**src/inc/isc_pkg.sv**
```systemverilog
package isc_pkg;
  // ****************************************
  // register bus geometry and map
  // ****************************************
  localparam int             ADDR_W     = 4;
  localparam int             DATA_W     = 4;
  localparam logic [3:0]     REG_ENABLE = 4'h0; // interrupt_control_reg
  localparam logic [3:0]     REG_STATUS = 4'h1;
  localparam logic [3:0]     REG_POWER  = 4'h2;
  localparam logic [3:0]     RD_ZERO    = 4'h0;

  // ****************************************
  // sources, fields and vectors
  // ****************************************
  localparam int             NUM_SRC     = 3;
  localparam logic [1:0]     SRC_EXT     = 2'h0;
  localparam logic [1:0]     SRC_TMR     = 2'h1;
  localparam logic [1:0]     SRC_SIO     = 2'h2;
  localparam int             STAT_ACTIVE = 3;
  localparam int             PWR_STANDBY = 0;
  localparam int             PWR_SETTLE  = 1;
  localparam logic [7:0]     VEC_EXT     = 8'h10;
  localparam logic [7:0]     VEC_TMR     = 8'h20;
  localparam logic [7:0]     VEC_SIO     = 8'h30;
  localparam logic [7:0]     VEC_RST     = 8'h00;
  localparam logic [2:0]     EN_RST      = 3'h0;

  // ****************************************
  // oscillator settle count
  // ****************************************
  localparam int             SETTLE_CLOCKS = 8;
  localparam logic [2:0]     SETTLE_LAST   = 3'(SETTLE_CLOCKS - 1);
  localparam logic [2:0]     CNT_ZERO      = 3'h0;
  localparam logic [2:0]     CNT_ONE       = 3'h1;

  // ****************************************
  // types
  // ****************************************
  typedef enum logic [1:0] {ST_RUN, ST_STANDBY, ST_SETTLE} isc_pwr_t;

  typedef struct packed {
    logic s1;
    logic s2;
  } isc_sync_t;

  typedef struct packed {
    logic prev;
  } isc_edge_t;
endpackage : isc_pkg

```
**src/rtl/isc_edge_det.sv**
```systemverilog
`timescale 1ns/1ps
module isc_edge_det
  import isc_pkg::*;
(
  input  wire logic clk,
  input  wire logic rstN,
  input  wire logic level,
  output logic      rise
);
  isc_edge_t edge_reg;
  isc_edge_t edge_next;

  // ****************************************
  // low to high detect
  // ****************************************
  // prev starts low, so a pin already high at reset counts once
  always_comb begin
    edge_next      = edge_reg;
    edge_next.prev = level;
  end

  always_ff @(posedge clk or negedge rstN) begin
    if (!rstN) begin
      edge_reg <= '0;
    end else begin
      edge_reg <= edge_next;
    end
  end

  assign rise = level & ~edge_reg.prev;
endmodule : isc_edge_det

```
**src/rtl/isc_interrupt_standby.sv**
```systemverilog
// Strobed register access and the register addresses were chosen for this implementation.
`timescale 1ns/1ps
module isc_interrupt_standby
  import isc_pkg::*;
(
  input  wire logic              clk,
  input  wire logic              rst_n,
  input  wire logic [ADDR_W-1:0] regAddr,
  input  wire logic [DATA_W-1:0] regWdata,
  input  wire logic              regWr,
  input  wire logic              regRd,
  output logic      [DATA_W-1:0] regRdata,
  input  wire logic              extIrqPin,
  input  wire logic              restartPin,
  input  wire logic              restartPortInput,
  input  wire logic              timerOverflow,
  input  wire logic              timerStart,
  input  wire logic              serialDone,
  input  wire logic              haltOp,
  input  wire logic              returnFromInterruptOp,
  output logic                   irqAccept,
  output logic                   ctxRestore,
  output logic      [7:0]        vectorAddr,
  output logic                   irqActive,
  output logic                   cpuClkEn,
  output logic                   oscEnable,
  output logic                   standby
);
  // ****************************************
  // state
  // ****************************************
  typedef struct packed {
    isc_pwr_t          state;
    logic [2:0]        cnt;
    logic [NUM_SRC-1:0] enable;
    logic [NUM_SRC-1:0] req;
    logic              active;
    logic [1:0]        activeSrc;
    logic [7:0]        vector;
    logic              accept;
    logic              restore;
    logic              clkEn;
    logic              oscEn;
    logic              standby;
    logic [DATA_W-1:0] rdData;
  } isc_ctl_t;

  localparam isc_ctl_t CTL_RST = '{
    state: ST_RUN, cnt: CNT_ZERO, enable: EN_RST, req: EN_RST,
    active: 1'b0, activeSrc: SRC_EXT, vector: VEC_RST,
    accept: 1'b0, restore: 1'b0, clkEn: 1'b1, oscEn: 1'b1,
    standby: 1'b0, rdData: RD_ZERO};

  isc_ctl_t           ctl_reg;
  isc_ctl_t           ctl_next;
  logic               rstSyncN;
  logic               extRise;
  logic               restartRise;
  logic [NUM_SRC-1:0] evt;
  logic [NUM_SRC-1:0] clr;
  logic [NUM_SRC-1:0] pend;
  logic [1:0]         pick;

  // ****************************************
  // helpers
  // ****************************************
  // fixed priority, lowest index wins
  function automatic logic [1:0] pickSrc(input logic [NUM_SRC-1:0] p);
    if (p[SRC_EXT]) begin
      return SRC_EXT;
    end else if (p[SRC_TMR]) begin
      return SRC_TMR;
    end
    return SRC_SIO;
  endfunction : pickSrc

  function automatic logic [7:0] vecOf(input logic [1:0] s);
    unique case (s)
      SRC_EXT: return VEC_EXT;
      SRC_TMR: return VEC_TMR;
      default: return VEC_SIO;
    endcase
  endfunction : vecOf

  // ****************************************
  // reset release and pin edges
  // ****************************************
  isc_rst_sync u_rst (
    .clk      (clk),
    .rst_n    (rst_n),
    .rstSyncN (rstSyncN)
  );

  isc_edge_det u_ext_edge (
    .clk   (clk),
    .rstN  (rstSyncN),
    .level (extIrqPin),
    .rise  (extRise)
  );

  isc_edge_det u_restart_edge (
    .clk   (clk),
    .rstN  (rstSyncN),
    .level (restartPin),
    .rise  (restartRise)
  );

  // ****************************************
  // next state
  // ****************************************
  always_comb begin
    ctl_next         = ctl_reg;
    ctl_next.accept  = 1'b0;
    ctl_next.restore = 1'b0;
    ctl_next.rdData  = RD_ZERO;
    evt              = {serialDone, timerOverflow, extRise};
    clr              = '0;
    pend             = ctl_reg.req & ctl_reg.enable;
    pick             = pickSrc(pend);

    // software enables, writable only in run, so they hold through standby and settle
    if (regWr && regAddr == REG_ENABLE && ctl_reg.state == ST_RUN) begin
      ctl_next.enable = regWdata[NUM_SRC-1:0];
    end

    // read data lands one cycle after the strobe
    if (regRd) begin
      unique case (regAddr)
        REG_ENABLE: ctl_next.rdData = {1'b0, ctl_reg.enable};
        REG_STATUS: begin
          ctl_next.rdData[NUM_SRC-1:0] = ctl_reg.req;
          ctl_next.rdData[STAT_ACTIVE] = ctl_reg.active;
        end
        REG_POWER: begin
          ctl_next.rdData[PWR_STANDBY] = ctl_reg.state == ST_STANDBY;
          ctl_next.rdData[PWR_SETTLE]  = ctl_reg.state == ST_SETTLE;
        end
        default: ctl_next.rdData = RD_ZERO;
      endcase
    end

    // return clears only the serviced source; start clears timer
    if (returnFromInterruptOp && ctl_reg.active) begin
      clr[ctl_reg.activeSrc] = 1'b1;
      ctl_next.active        = 1'b0;
      ctl_next.restore       = 1'b1;
    end
    if (timerStart) begin
      clr[SRC_TMR] = 1'b1;
    end

    // set beats clear; a disabled source never raises its flag
    ctl_next.req = (ctl_reg.req & ~clr) | (evt & ctl_reg.enable);

    // accept only when running and idle, flags wait meanwhile
    if (ctl_reg.state == ST_RUN && !ctl_reg.active && |pend && !haltOp) begin
      ctl_next.active    = 1'b1;
      ctl_next.activeSrc = pick;
      ctl_next.vector    = vecOf(pick);
      ctl_next.accept    = 1'b1;
    end

    // power sequencing
    unique case (ctl_reg.state)
      ST_RUN: begin
        if (haltOp) begin
          ctl_next.state   = ST_STANDBY;
          ctl_next.clkEn   = 1'b0;
          ctl_next.oscEn   = 1'b0;
          ctl_next.standby = 1'b1;
        end
      end
      ST_STANDBY: begin
        if (restartRise && restartPortInput) begin
          ctl_next.state = ST_SETTLE;
          ctl_next.oscEn = 1'b1;
          ctl_next.cnt   = CNT_ZERO;
        end
      end
      ST_SETTLE: begin
        // clk stands in for the restarted oscillator here
        if (ctl_reg.cnt == SETTLE_LAST) begin
          ctl_next.state   = ST_RUN;
          ctl_next.clkEn   = 1'b1;
          ctl_next.standby = 1'b0;
        end else begin
          ctl_next.cnt = ctl_reg.cnt + CNT_ONE;
        end
      end
    endcase
  end

  // reset in any state, standby included, returns everything to start
  always_ff @(posedge clk or negedge rstSyncN) begin
    if (!rstSyncN) begin
      ctl_reg <= CTL_RST;
    end else begin
      ctl_reg <= ctl_next;
    end
  end

  // ****************************************
  // outputs, all straight from flops
  // ****************************************
  assign regRdata   = ctl_reg.rdData;
  assign irqAccept  = ctl_reg.accept;
  assign ctxRestore = ctl_reg.restore;
  assign vectorAddr = ctl_reg.vector;
  assign irqActive  = ctl_reg.active;
  assign cpuClkEn   = ctl_reg.clkEn;
  assign oscEnable  = ctl_reg.oscEn;
  assign standby    = ctl_reg.standby;

  // ****************************************
  // assertions
  // ****************************************
  property p_prio;
    @(posedge clk) disable iff (!rstSyncN)
    (ctl_reg.accept && ctl_reg.vector != VEC_EXT)
      |-> !($past(ctl_reg.req[SRC_EXT]) && $past(ctl_reg.enable[SRC_EXT]));
  endproperty
  a_prio: assert property (p_prio)
    else $error("lower source taken over pending external");

  property p_extSet;
    @(posedge clk) disable iff (!rstSyncN)
    (extRise && ctl_reg.enable[SRC_EXT]) |=> ctl_reg.req[SRC_EXT];
  endproperty
  a_extSet: assert property (p_extSet)
    else $error("external edge did not set request");

  property p_extClr;
    @(posedge clk) disable iff (!rstSyncN)
    (returnFromInterruptOp && ctl_reg.active && ctl_reg.activeSrc == SRC_EXT && !extRise)
      |=> !ctl_reg.req[SRC_EXT] && ctxRestore;
  endproperty
  a_extClr: assert property (p_extClr)
    else $error("return did not clear external request");

  property p_noAcceptAsleep;
    @(posedge clk) disable iff (!rstSyncN)
    (ctl_reg.state != ST_RUN) |=> !irqAccept;
  endproperty
  a_noAcceptAsleep: assert property (p_noAcceptAsleep)
    else $error("interrupt accepted while not running");

  property p_tmrStart;
    @(posedge clk) disable iff (!rstSyncN)
    (timerStart && !timerOverflow) |=> !ctl_reg.req[SRC_TMR];
  endproperty
  a_tmrStart: assert property (p_tmrStart)
    else $error("timer start left timer request set");

  property p_disabledQuiet;
    @(posedge clk) disable iff (!rstSyncN)
    (!ctl_reg.enable[SRC_SIO] && !ctl_reg.req[SRC_SIO]) |=> !ctl_reg.req[SRC_SIO];
  endproperty
  a_disabledQuiet: assert property (p_disabledQuiet)
    else $error("disabled serial source set its flag");

  property p_noNest;
    @(posedge clk) disable iff (!rstSyncN)
    irqAccept |-> !$past(irqActive) && irqActive;
  endproperty
  a_noNest: assert property (p_noNest)
    else $error("nested interrupt accepted");

  property p_enGate;
    @(posedge clk) disable iff (!rstSyncN)
    (irqAccept && vectorAddr == VEC_TMR) |-> $past(ctl_reg.enable[SRC_TMR]);
  endproperty
  a_enGate: assert property (p_enGate)
    else $error("disabled timer request started");

  property p_halt;
    @(posedge clk) disable iff (!rstSyncN)
    (haltOp && ctl_reg.state == ST_RUN) |=> standby && !cpuClkEn && !oscEnable;
  endproperty
  a_halt: assert property (p_halt)
    else $error("halt did not stop clocks");

  property p_wake;
    @(posedge clk) disable iff (!rstSyncN)
    (ctl_reg.state == ST_STANDBY && restartRise && restartPortInput)
      |=> (!cpuClkEn && oscEnable)[*8] ##1 cpuClkEn && !standby;
  endproperty
  a_wake: assert property (p_wake)
    else $error("wake did not take eight settle clocks");

  property p_wakeMask;
    @(posedge clk) disable iff (!rstSyncN)
    (ctl_reg.state == ST_STANDBY && !restartPortInput) |=> ctl_reg.state == ST_STANDBY;
  endproperty
  a_wakeMask: assert property (p_wakeMask)
    else $error("woke with restart port not input");

  c_ext: cover property (@(posedge clk) disable iff (!rstSyncN)
    irqAccept && vectorAddr == VEC_EXT);
  c_queued: cover property (@(posedge clk) disable iff (!rstSyncN)
    ctxRestore ##1 irqAccept);
  c_wake: cover property (@(posedge clk) disable iff (!rstSyncN)
    $rose(cpuClkEn));
endmodule : isc_interrupt_standby

```
**src/rtl/isc_rst_sync.sv**
```systemverilog
`timescale 1ns/1ps
module isc_rst_sync
  import isc_pkg::*;
(
  input  wire logic clk,
  input  wire logic rst_n,
  output logic      rstSyncN
);
  isc_sync_t sync_reg;
  isc_sync_t sync_next;

  // ****************************************
  // release path
  // ****************************************
  // first stage only feeds the second, keeps metastability off the tree
  always_comb begin
    sync_next    = sync_reg;
    sync_next.s1 = 1'b1;
    sync_next.s2 = sync_reg.s1;
  end

  always_ff @(posedge clk or negedge rst_n) begin
    if (!rst_n) begin
      sync_reg <= '0;
    end else begin
      sync_reg <= sync_next;
    end
  end

  assign rstSyncN = sync_reg.s2;
endmodule : isc_rst_sync

```
**config.mk**
```make
export PLATFORM = sky130hd
export DESIGN_NAME = isc_interrupt_standby
export DESIGN_NICKNAME = d
export VERILOG_FILES = /design/src/inc/isc_pkg.sv /design/src/rtl/isc_edge_det.sv /design/src/rtl/isc_interrupt_standby.sv /design/src/rtl/isc_rst_sync.sv
export SDC_FILE = /design/constraint.sdc
export NUM_CORES = 1
export LEC_CHECK = 0
export BUFFER_PORTS_ARGS = -buffer_cell sky130_fd_sc_hd__buf_2
export CORE_MARGIN = 2
export CORE_UTILIZATION = 55
export CTS_CLUSTER_SIZE = 24
export DETAILED_ROUTE_END_ITERATION = 6
export PLACE_DENSITY = 0.83
export SETUP_SLACK_MARGIN = 0.02
export SLEW_MARGIN = 20
export SYNTH_ARGS = -nofsm -noshare
export SYNTH_HDL_FRONTEND = slang
export SYNTH_SLANG_ARGS = --single-unit
export TNS_END_PERCENT = 30
```
**constraint.sdc**
```tcl
create_clock -name clk -period 1.6 [get_ports clk]
set_clock_uncertainty 0.05 [all_clocks]
set_input_delay 0.32 -clock clk [delete_from_list [all_inputs] [get_ports clk]]
set_output_delay 0.32 -clock clk [all_outputs]
set_load 0.01 [all_outputs]
```
==> reports/summary.txt <==
Routed WL - 3.12 mm
First-pass GRT wire length - 4.31 mm
Internal power - 1860 µW
Commonest cells in the netlist - 27 x dfrtp_1, 12 x buf_4, 9 x nand2_1
Setup TNS - -0.0308 ns
RSZ-0062 raised after global routing - yes
WS Path Type - register to register
Antenna violations before repair - 0
Total Power - 2920 µW
Nets - 196
Setup Viol. Count Final - 2
Die X - 54.9 µm
Async set-reset flop share out of synthesis - 1.00
Hold Crit Class - primary input to register
Gr ovfl total - 0
Placed cell area - 1590 µm²
Post-synthesis sequential area ratio - 0.511
H-tree Lvls - 2
EDFF count, synth - 0
Vias in the first global route - 1061
Crit path max-delay cell type - dfrtp_1
Max reg flops - 13
Largest area contributor in the netlist - dfrtp_1
Area delta synth->final - 24.1%
Max stage delay on crit path - 0.44 ns
Max VDD drop - 1250 µV
Final Cycle Share - 1.02
Buf/Inv on CP - 2
Crit end category - register
Startpoint class of the critical path - register
Largest cells by area after synthesis - dfrtp_1 47%, buf_4 6.3%, ha_1 5.3%
Skew-Pair Late Insertion Delay - 0.33 ns
Buffers on Ports - 30
PwrDens - 1650 nW/µm²
CTS sink cnt - 29
Synth unique cells - 41
Vias - 1102
Max-cap violations - 0
Cells after Synth - 131
Core Region - 2480 µm²
Share of power burned in the clock network - 0.176
Detail Route Antenna Nets - 0
Combinational share of power - 0.421
WP data arrival - 1.85 ns
Yosys top cell area share - 0.474
Pins Over Slew Limit - 0
Die ar. - 3020 µm²
Post-route cell area - 1770 µm²
Final Hold Fails - 0
# IOs - 38
Clock transition at path regs - 0.10 ns
Inserted Diodes - 0
Primary FF master, synth - dfrtp_1
Global Route Usage Sum - 0.212
Final HPWL DP - 2.09 mm
Crit Path Max Fanout - 10
Psw - 1060 µW
Post-Syn Area - 1430 µm²
Via-to-Cell Ratio - 5.48
Post-route setup slack - -0.0287 ns
Cell with the most instances after synthesis - dfrtp_1
Post-placement setup slack - -0.0114 ns
DR DRC count - 0
Static Leak - 0.000894 µW
Yosys reg bits - 29
Drt pass-1 iters - 4
CTS tree - done
Mean routed wirelength per cell - 15.5 µm
Final GP Congestion - 0.882
CP cell instances - inv_2 -> ha_4 -> buf_4 -> or2_2 -> a21boi_0 -> a211o_1
Layout cells sized above 1 - 0.392
Sequential share of power - 0.403
CTS max path bufs - 2
Status - finished, violations left
Syn. warnings - 0
Initial Util - 0.576
Cell family with most CP delay - flip-flops
WHS - 0.0627 ns
Tmin final - 1.63 ns
Req. time, crit path - 1.82 ns
Clk root buf - clkbuf_4
Largest net degree at the start of global routing - 28
Violated checks - setup timing
Initial drt markers - 12
Cts bufs inserted - 5
FP Rows - 18
Die height - 54.9 µm
Switching portion of total power - 0.363
Synth Area per Inst - 10.9 µm²
Max Fclk - 614 MHz
## cell usage in the layout, fill, tap and decap left out, drive strengths merged, types with 4 or more instances in the layout
cell and n:
inv 9, ha 6, nor2 4, clkbuf 7, mux2i 5, a21oi 6
buf 40, dfrtp 27, mux2 4, nand2 9, conb 7, nand3 5
## metal layers
layer,part of all wire,vias up,track usage
li1,-,520,-
met2,0.57,34,0.403
met3,0.044,4,0.0833
met5,0,-,0
met4,0.015,0,0.0976
met1,0.37,544,0.195
## through the flow
stage / util / instances
after floorplan: - / 136
after global placement: 0.640 / 189
after detailed placement: 0.640 / 189
after CTS: 0.681 / 200
after global routing: 0.715 / 201
final: 0.715 / 201
## worst reg2reg max path: stages, from the launching register on
cell      delay (ns)
dfrtp_1         0.44
inv_2           0.10
ha_4            0.17
buf_4           0.16
or2_2           0.30
a21boi_0        0.19
a211o_1         0.14
## path summary, 6_finish.rpt
kind	start	endpoint	slack (ns)	cells after the start
min reg2reg	u_rst.rstSyncN	ctl_reg[29]	0.18	1
min in group asynchronous	u_rst.rstSyncN	ctl_reg[29]	0.18	1
min	extIrqPin	u_ext_edge.edge_reg	0.06	1
max reg2reg	ctl_reg[29]	ctl_reg[28]	-0.03	6
max	ctl_reg[29]	ctl_reg[28]	-0.03	6
max in group asynchronous	u_rst.rstSyncN	cpuClkEn	1.02	1
## what timing repair did
item | 4_1_cts | 5_1_grt
pin swaps | 0 | 2
endpoints found under the setup margin | 2 | 9
hold buffers | 1 | 0
setup buffers | 2 | 1
gates cloned | 0 | 0
gates resized for setup | 3 | 13
hold endpoints to repair | 2 | 0
## final cells by class
type / count / area, µm²
clock buffers: 7 / 65.1
clock inverters: 1 / 5.00
fillers: 179 / 707
inverters: 9 / 33.8
multi-input cells: 84 / 666
flip-flops and latches: 29 / 728
well taps: 30 / 37.5
repair buffers: 41 / 235
## power by group through the flow
stage                     Combinational [µW]  Sequential (µW)  Clock (µW)
after global placement                   894             1140           0
after global routing                    1330             1200         559
after CTS                               1010             1150         524
final                                   1230             1180         513
after floorplan                          668             1140           0
after detailed placement                 965             1160           0
## cells by family (layout without fill, tap and decap cells)
group | after synthesis | after routing | synth area share
AND/OR/NAND/NOR | 36 | 36 | 0.138
flip-flops | 29 | 29 | 0.511
AO/OA/AOI/OAI | 26 | 26 | 0.134
buffers and inverters | 23 | 58 | 0.0930
multiplexers | 9 | 9 | 0.0667
adder cells (fa/ha/maj) | 6 | 6 | 0.0526
other | 2 | 7 | 0.00527
Note: power is estimated with default switching activity, not from simulation.
